==> src/timer_ctl_pkg.sv <==
package timer_ctl_pkg;

    // register map (byte addresses)
    localparam logic [11:0] addr_control = 12'h000;
    localparam logic [11:0] addr_count   = 12'h004;
    localparam logic [11:0] addr_period  = 12'h008;
    localparam logic [11:0] addr_status  = 12'h00C;

    // control field positions
    localparam int bit_run       = 15;
    localparam int bit_idle_halt = 13;
    localparam int bit_gate      = 6;
    localparam int bit_ps_hi     = 5;
    localparam int bit_ps_lo     = 4;
    localparam int bit_clk_src   = 1;

    // writable bits of the control register and its reset value
    localparam logic [15:0] control_mask  = 16'hA072;
    localparam logic [15:0] control_reset = 16'h0000;
    localparam logic [15:0] period_reset  = 16'hFFFF;

    // prescale encodings and terminal counts (ratio minus one)
    localparam logic [1:0] ps_1   = 2'h0;
    localparam logic [1:0] ps_8   = 2'h1;
    localparam logic [1:0] ps_64  = 2'h2;
    localparam logic [1:0] ps_256 = 2'h3;
    localparam logic [7:0] ps_term_1   = 8'h00;
    localparam logic [7:0] ps_term_8   = 8'h07;
    localparam logic [7:0] ps_term_64  = 8'h3F;
    localparam logic [7:0] ps_term_256 = 8'hFF;

    // decoded control settings
    typedef struct packed {
        logic       run;
        logic       idle_halt;
        logic       gate;
        logic [1:0] prescale;
        logic       clk_src;
    } control_type;

endpackage : timer_ctl_pkg

==> src/prescaler.sv <==
`timescale 1ns/100ps
`default_nettype none

// divides a tick stream by 1, 8, 64 or 256
module prescaler (
    // clock and reset
    input  wire logic       clk_i,
    input  wire logic       rstn_i,
    // control
    input  wire logic       clear_i,
    input  wire logic [1:0] sel_i,
    input  wire logic       tick_i,
    // divided tick
    output logic            tick_o
);

    logic [7:0] count;
    logic [7:0] term;

    // terminal count per ratio
    always_comb begin
        case (sel_i)
            timer_ctl_pkg::ps_8:   term = timer_ctl_pkg::ps_term_8;
            timer_ctl_pkg::ps_64:  term = timer_ctl_pkg::ps_term_64;
            timer_ctl_pkg::ps_256: term = timer_ctl_pkg::ps_term_256;
            default:               term = timer_ctl_pkg::ps_term_1;
        endcase
    end

    assign tick_o = tick_i && (count == term);

    // ratio counter
    always_ff @(posedge clk_i) begin
        if (!rstn_i || clear_i) begin
            count <= 8'h00;
        end else if (tick_i) begin
            count <= (count == term) ? 8'h00 : count + 8'h01;
        end
    end

endmodule : prescaler
`default_nettype wire

==> src/timer_control.sv <==
`timescale 1ns/100ps
`default_nettype none

////////////////////////////////////////////////////////////////////////////////
module timer_control (
    // clock and reset
    input  wire logic        clk_i,
    input  wire logic        rstn_i,
    // apb slave
    input  wire logic        psel_i,
    input  wire logic        penable_i,
    input  wire logic        pwrite_i,
    input  wire logic [11:0] paddr_i,
    input  wire logic [31:0] pwdata_i,
    output logic      [31:0] prdata_o,
    output logic             pready_o,
    output logic             pslverr_o,
    // device and pins
    input  wire logic        idle_mode_i,
    input  wire logic        pair_wide_mode_i,
    input  wire logic        internal_tick_i,
    input  wire logic        ext_clock_pin_i,
    input  wire logic        gate_pin_i,
    // timer outputs
    output logic      [15:0] count_o,
    output logic             period_match_o
);

    logic [15:0] timer_control;
    logic [15:0] period;
    logic        ext_prev;
    logic        match_flag;
    timer_ctl_pkg::control_type ctl;
    logic        wr_en;
    logic        src_tick;
    logic        pre_tick;
    logic        running;
    logic        ps_clear;
    logic [15:0] next_count;

    ////////////////////////////////////////////////////////////////////////////
    // bus decode
    assign pready_o = 1'b1;
    assign wr_en    = psel_i && penable_i && pwrite_i;

    // unmapped addresses answer with an error
    always_comb begin
        if (paddr_i == timer_ctl_pkg::addr_control) begin
            pslverr_o = 1'b0;
        end else if (paddr_i == timer_ctl_pkg::addr_count) begin
            pslverr_o = 1'b0;
        end else if (paddr_i == timer_ctl_pkg::addr_period) begin
            pslverr_o = 1'b0;
        end else if (paddr_i == timer_ctl_pkg::addr_status) begin
            pslverr_o = 1'b0;
        end else begin
            pslverr_o = psel_i && penable_i;
        end
    end

    // control register, unimplemented bits held at zero
    always_ff @(posedge clk_i) begin
        if (!rstn_i) begin
            timer_control <= timer_ctl_pkg::control_reset;
        end else if (wr_en && paddr_i == timer_ctl_pkg::addr_control) begin
            timer_control <= pwdata_i[15:0] & timer_ctl_pkg::control_mask;
        end
    end

    // period register
    always_ff @(posedge clk_i) begin
        if (!rstn_i) begin
            period <= timer_ctl_pkg::period_reset;
        end else if (wr_en && paddr_i == timer_ctl_pkg::addr_period) begin
            period <= pwdata_i[15:0];
        end
    end

    // read data register
    always_ff @(posedge clk_i) begin
        if (!rstn_i) begin
            prdata_o <= 32'h0000_0000;
        end else if (psel_i && !penable_i && !pwrite_i) begin
            if (paddr_i == timer_ctl_pkg::addr_control) begin
                prdata_o <= {16'h0000, timer_control};
            end else if (paddr_i == timer_ctl_pkg::addr_count) begin
                prdata_o <= {16'h0000, count_o};
            end else if (paddr_i == timer_ctl_pkg::addr_period) begin
                prdata_o <= {16'h0000, period};
            end else if (paddr_i == timer_ctl_pkg::addr_status) begin
                prdata_o <= {30'h0000_0000, pair_wide_mode_i, match_flag};
            end else begin
                prdata_o <= 32'h0000_0000;
            end
        end
    end

    ////////////////////////////////////////////////////////////////////////////
    // control fields; wide mode masks all but idle-halt
    always_comb begin
        ctl.idle_halt = timer_control[timer_ctl_pkg::bit_idle_halt];
        if (pair_wide_mode_i) begin
            ctl.run      = 1'b0;
            ctl.gate     = 1'b0;
            ctl.prescale = timer_ctl_pkg::ps_1;
            ctl.clk_src  = 1'b0;
        end else begin
            ctl.run      = timer_control[timer_ctl_pkg::bit_run];
            ctl.gate     = timer_control[timer_ctl_pkg::bit_gate];
            ctl.prescale = timer_control[timer_ctl_pkg::bit_ps_hi:
                                         timer_ctl_pkg::bit_ps_lo];
            ctl.clk_src  = timer_control[timer_ctl_pkg::bit_clk_src];
        end
    end

    // external pin edge history
    always_ff @(posedge clk_i) begin
        if (!rstn_i) begin
            ext_prev <= 1'b0;
        end else begin
            ext_prev <= ext_clock_pin_i;
        end
    end

    // source selection and gating
    always_comb begin
        if (ctl.clk_src) begin
            src_tick = ext_clock_pin_i && !ext_prev; // gate ignored
        end else if (ctl.gate) begin
            src_tick = internal_tick_i && gate_pin_i;
        end else begin
            src_tick = internal_tick_i;
        end
    end

    // stop when off or when halted in idle
    assign running  = ctl.run && !(ctl.idle_halt && idle_mode_i);
    // a control write restarts the ratio so a new setting starts clean
    assign ps_clear = !ctl.run
                      || (wr_en && paddr_i == timer_ctl_pkg::addr_control);

    prescaler u_prescaler (
        .clk_i   (clk_i),
        .rstn_i  (rstn_i),
        .clear_i (ps_clear),
        .sel_i   (ctl.prescale),
        .tick_i  (src_tick && running),
        .tick_o  (pre_tick)
    );

    // counter with period wrap
    always_comb begin
        next_count = count_o;
        if (pre_tick) begin
            next_count = (count_o == period) ? 16'h0000 : count_o + 16'h0001;
        end
    end

    always_ff @(posedge clk_i) begin
        if (!rstn_i) begin
            count_o <= 16'h0000;
        end else if (wr_en && paddr_i == timer_ctl_pkg::addr_count) begin
            count_o <= pwdata_i[15:0];
        end else begin
            count_o <= next_count;
        end
    end

    assign period_match_o = pre_tick && (count_o == period);

    // sticky match flag, set beats a write-one clear
    always_ff @(posedge clk_i) begin
        if (!rstn_i) begin
            match_flag <= 1'b0;
        end else if (period_match_o) begin
            match_flag <= 1'b1;
        end else if (wr_en && paddr_i == timer_ctl_pkg::addr_status
                     && pwdata_i[0]) begin
            match_flag <= 1'b0;
        end
    end

    ////////////////////////////////////////////////////////////////////////////
    // assertions
    property p_stopped;
        @(posedge clk_i) disable iff (!rstn_i)
        (!ctl.run && !(wr_en && paddr_i == timer_ctl_pkg::addr_count))
            |=> count_o == $past(count_o);
    endproperty
    a_stopped: assert property (p_stopped) else $error("count moved while off");

    property p_idle_halt;
        @(posedge clk_i) disable iff (!rstn_i)
        (idle_mode_i && ctl.idle_halt) |-> !pre_tick;
    endproperty
    a_idle_halt: assert property (p_idle_halt) else $error("ticked in idle halt");

    property p_idle_run;
        @(posedge clk_i) disable iff (!rstn_i)
        (ctl.run && !ctl.idle_halt && !ctl.clk_src && !ctl.gate
         && ctl.prescale == timer_ctl_pkg::ps_1 && internal_tick_i) |-> pre_tick;
    endproperty
    a_idle_run: assert property (p_idle_run) else $error("missed tick");

    property p_gate;
        @(posedge clk_i) disable iff (!rstn_i)
        (!ctl.clk_src && ctl.gate && !gate_pin_i) |-> !pre_tick;
    endproperty
    a_gate: assert property (p_gate) else $error("tick with gate low");

    property p_ext;
        @(posedge clk_i) disable iff (!rstn_i)
        (ctl.clk_src && running && ctl.prescale == timer_ctl_pkg::ps_1
         && ext_clock_pin_i && !ext_prev) |-> pre_tick;
    endproperty
    a_ext: assert property (p_ext) else $error("external edge lost");

    // input ticks taken since the last divided tick, for the ratio check
    logic [7:0] ps_seen;
    always_ff @(posedge clk_i) begin
        if (!rstn_i || ps_clear || pre_tick) begin
            ps_seen <= 8'h00;
        end else if (src_tick && running) begin
            ps_seen <= ps_seen + 8'h01;
        end
    end

    property p_ps8;
        @(posedge clk_i) disable iff (!rstn_i)
        (pre_tick && ctl.prescale == timer_ctl_pkg::ps_8)
            |-> ps_seen == timer_ctl_pkg::ps_term_8;
    endproperty
    a_ps8: assert property (p_ps8) else $error("1:8 ratio wrong");

    property p_wide;
        @(posedge clk_i) disable iff (!rstn_i)
        pair_wide_mode_i |-> !pre_tick;
    endproperty
    a_wide: assert property (p_wide) else $error("ran in wide mode");

    property p_reset;
        @(posedge clk_i)
        !rstn_i |=> timer_control == 16'h0000 && count_o == 16'h0000;
    endproperty
    a_reset: assert property (p_reset) else $error("bad reset value");

    c_match: cover property (@(posedge clk_i) period_match_o);
    c_ext:   cover property (@(posedge clk_i) ctl.clk_src && pre_tick);
    c_gate:  cover property (@(posedge clk_i) ctl.gate && pre_tick);

endmodule : timer_control
`default_nettype wire

==> config.mk <==
export PLATFORM = sky130hd
export DESIGN_NAME = timer_control
export DESIGN_NICKNAME = d
export VERILOG_FILES = /design/src/timer_ctl_pkg.sv /design/src/prescaler.sv /design/src/timer_control.sv
export SDC_FILE = /design/constraint.sdc
export NUM_CORES = 1
export LEC_CHECK = 0
export BUFFER_PORTS_ARGS = -buffer_cell sky130_fd_sc_hd__buf_2
export CAP_MARGIN = 30
export CORE_MARGIN = 2
export CORE_UTILIZATION = 52
export DETAILED_ROUTE_END_ITERATION = 8
export PLACE_DENSITY_LB_ADDON = 0.12
export SLEW_MARGIN = 20
export SYNTH_ARGS = -nofsm -noshare
export SYNTH_HDL_FRONTEND = slang
export SYNTH_HIERARCHICAL = 1
export SYNTH_SLANG_ARGS = --single-unit
==> constraint.sdc <==
create_clock -name clk_i -period 2.7 [get_ports clk_i]
set_clock_uncertainty 0.1 [all_clocks]
set_input_delay 0.135 -clock clk_i [delete_from_list [all_inputs] [get_ports clk_i]]
set_output_delay 0.135 -clock clk_i [all_outputs]
set_load 0.1 [all_outputs]
==> results.toml <==
[status]
status = "finished, final reports clean"

[power_and_ir_drop]
combPwrFrac_pct = 11.3
power_density_nw_per_um2 = 476
power_frac_clock_pct = 42.0
intPower_mw = 1.47
power_frac_seq_pct = 46.7
peakVddDrop_mv = 0.351
swShare_pct = 27.2
power_switching_mw = 0.550
leakagePower_nw = 1.82

[synth]
synthCells = 441
synth-main-ff-cell = "dfxtp_1"
synth_xor_area_share_pct = 8.84
synth_top_family_by_area = "simple AND/OR/NAND/NOR gates"
synthSimpleGateAreaFrac_pct = 27.7
ys_warn_count = 6
synth_compound_area_share_pct = 13.0
muxShareOfSynthArea_pct = 4.44
synth_edf_count = 0
synthAdderAreaFrac_pct = 0.721
yosysSeqAreaShare_pct = 36.9
yosysUniqueCellTypes = 43
asyncSetResetFlopFracSynth_pct = 0
syn_area_um2 = 3470
syn_area_per_cell_um2 = 7.87
ys_seq_elements = 64

[cts]
cts.clk_slew.worst_paths_ns = 0.07
root_buffer = "clkbuf_8"
cts_buffers = 9
clkLatencyLatePin_ns = 0.34
cts_max_path_buffers = 2
htreeDepth = 3
cts_tree = "done"
clkSinkCount = 64

[route]
drc = 0
vias = 3373
first_iter_violations = 206
antenna_left = 0
first_pass_iters = 5
wl_per_cell_um = 15.4
wirelength_um = 9290
viasPerCell = 5.58

[floorplan]
dieWidth_um = 85.7
row_count = 29
start_util_pct = 54.3
io_pins = 105
die-area_um2 = 7340
die-height_um = 85.7
core-area_um2 = 6390

[grt]
grt_overflow_total = 0
grt_pass1_wl_um = 14800
grt_pass1_vias = 2951
antenna_found_initial = 0
grt_max_degree = 35
grt_use_total_pct = 25.6

[sta]
hold_viol_final = 0
finalSetupTns_ns = 0
tightest_slew_ns = 0.628
slew-limit-headroom_pct = 58.0
finalSetupViolCount = 0
fmax_mhz = 399
drv_slew = 0
timing.final.crit_period_ns = 2.51
rsz0062_at_grt = "no"
fin_crit_sh_pct = 92.8

[setup_path]
critPathArrivalTime_ns = 2.27
crit_required_ns = 2.47
cp_max_fo = 8
worstSetupPathType = "reg -> out"
start_kind = "register"
cp-end-kind = "output port"

[placement]
placed_cells = 570
port_buffers = 71
hpwl_um = 6430
globalplace.congestion = 0.847

[cells_and_area]
finalNonFillerCells = 605
final_common_cell = "nand2_1"
n_antenna_cell = 0
syn_to_final_growth_pct = 22.4
mostFrequentLayoutCells = "nand2_1, buf_2, dfxtp_1"
drive_above_1_share_pct = 24.8
fin_nets = 579

[job]
maxCapViolations = 0

[min_path]
hold_path_class = "in -> reg"
==> synthesized netlist by cell type (all sizes together) (8+ instances only) <==
cell | number | area, um2
a21oi | 32 | 160
a22o | 10 | 87.6
and3 | 9 | 56.3
buf | 24 | 168
clkbuf | 21 | 80.1
dfxtp | 64 | 1280
mux2i | 12 | 120
nand2 | 80 | 300
nand3 | 47 | 240
nand4 | 11 | 68.8
nor2 | 20 | 75.1
nor3 | 9 | 45.0
o21ai | 16 | 80.1
o22ai | 8 | 50.1
xnor2 | 22 | 193
xor2 | 13 | 114
==> path summary, 6_finish.rpt <==
kind	startpoint	endpoint	slack [ns]	cells past startpoint
max	timer_control[6]$_SDFFE_PN0P_	period_match_o	0.19	10
min	pwdata_i[6]	timer_control[6]$_SDFFE_PN0P_	0.03	3
max reg2reg	timer_control[6]$_SDFFE_PN0P_	count_o[11]$_SDFFE_PN0P_	0.29	12
min reg2reg	prdata_o[12]$_SDFFE_PN0P_	prdata_o[12]$_SDFFE_PN0P_	0.35	2
==> per-layer routing <==
metal	vias up	global-route usage, %	share of wire [%]
met2	153	39.7	45
met1	1552	36.4	46
met5	-	0	0
met4	0	8.23	1.5
met3	18	4.23	7.1
li1	1650	-	-
==> final cells by class <==
class	instances	area [um2]
clock buffers	11	151
clock inverters	5	55.1
fillers	564	2140
inverters	7	30.0
multi-input cells	339	1970
flip-flops and latches	64	1300
well taps	77	96.3
repair buffers	102	643
==> stage by stage <==
step	setup slack (ns)	hold WS [ns]	power, mW	util (%)	cell area (um2)
after floorplan	0.179	0.157	1.14	-	3550
after global placement	0.260	0.254	1.17	60.3	3850
after detailed placement	0.199	0.257	1.17	60.3	3850
after CTS	0.123	0.0207	2.02	66.1	4220
after global routing	0.0215	0.0422	2.09	66.5	4250
final	0.193	0.0258	2.02	66.5	4250
==> repair_timing <==
item                                   in CTS  in global routing
endpoints found under the hold margin      25                  0
buffers inserted                            0                  3
gates resized for setup                     4                  0
hold buffers                               16                  0
setup endpoints to repair                   1                  1
==> power by group through the flow <==
stage	Sequential (mW)	Combinational, mW	Clock [mW]
CTS	0.944	0.226	0.855
finish	0.944	0.229	0.848
global route	0.944	0.240	0.906
floorplan	0.966	0.176	0
global placement	0.966	0.206	0
detailed placement	0.966	0.208	0
==> cells by family (layout without fill, tap and decap cells) <==
group | after synthesis | in the layout
buffers and inverters | 53 | 125
muxes | 14 | 14
and+or+nand+nor | 199 | 199
AOI/OAI and AO/OA | 72 | 72
adders and majority gates | 2 | 2
DFF | 64 | 64
xor gates and xnor gates | 35 | 35
other | 2 | 17
==> state kept, by name (all words and copies together) (netlist names) <==
signal and flops:
count_o 16, ext_prev 1, match_flag 1, period 16
prdata_o 16, timer_control 6, u_prescaler/count 8
==> worst max-delay path: stages (launching register included) <==
cell	delay (ns)
dfxtp_1	0.33
inv_1	0.05
o21ai_0	0.07
o21ai_0	0.14
and3_2	0.29
o21ai_1	0.12
a221oi_4	0.28
buf_4	0.20
nand2_2	0.15
clkinvlp_4	0.13
buf_12	0.17
No activity file was read; power rests on OpenSTA's default activity.
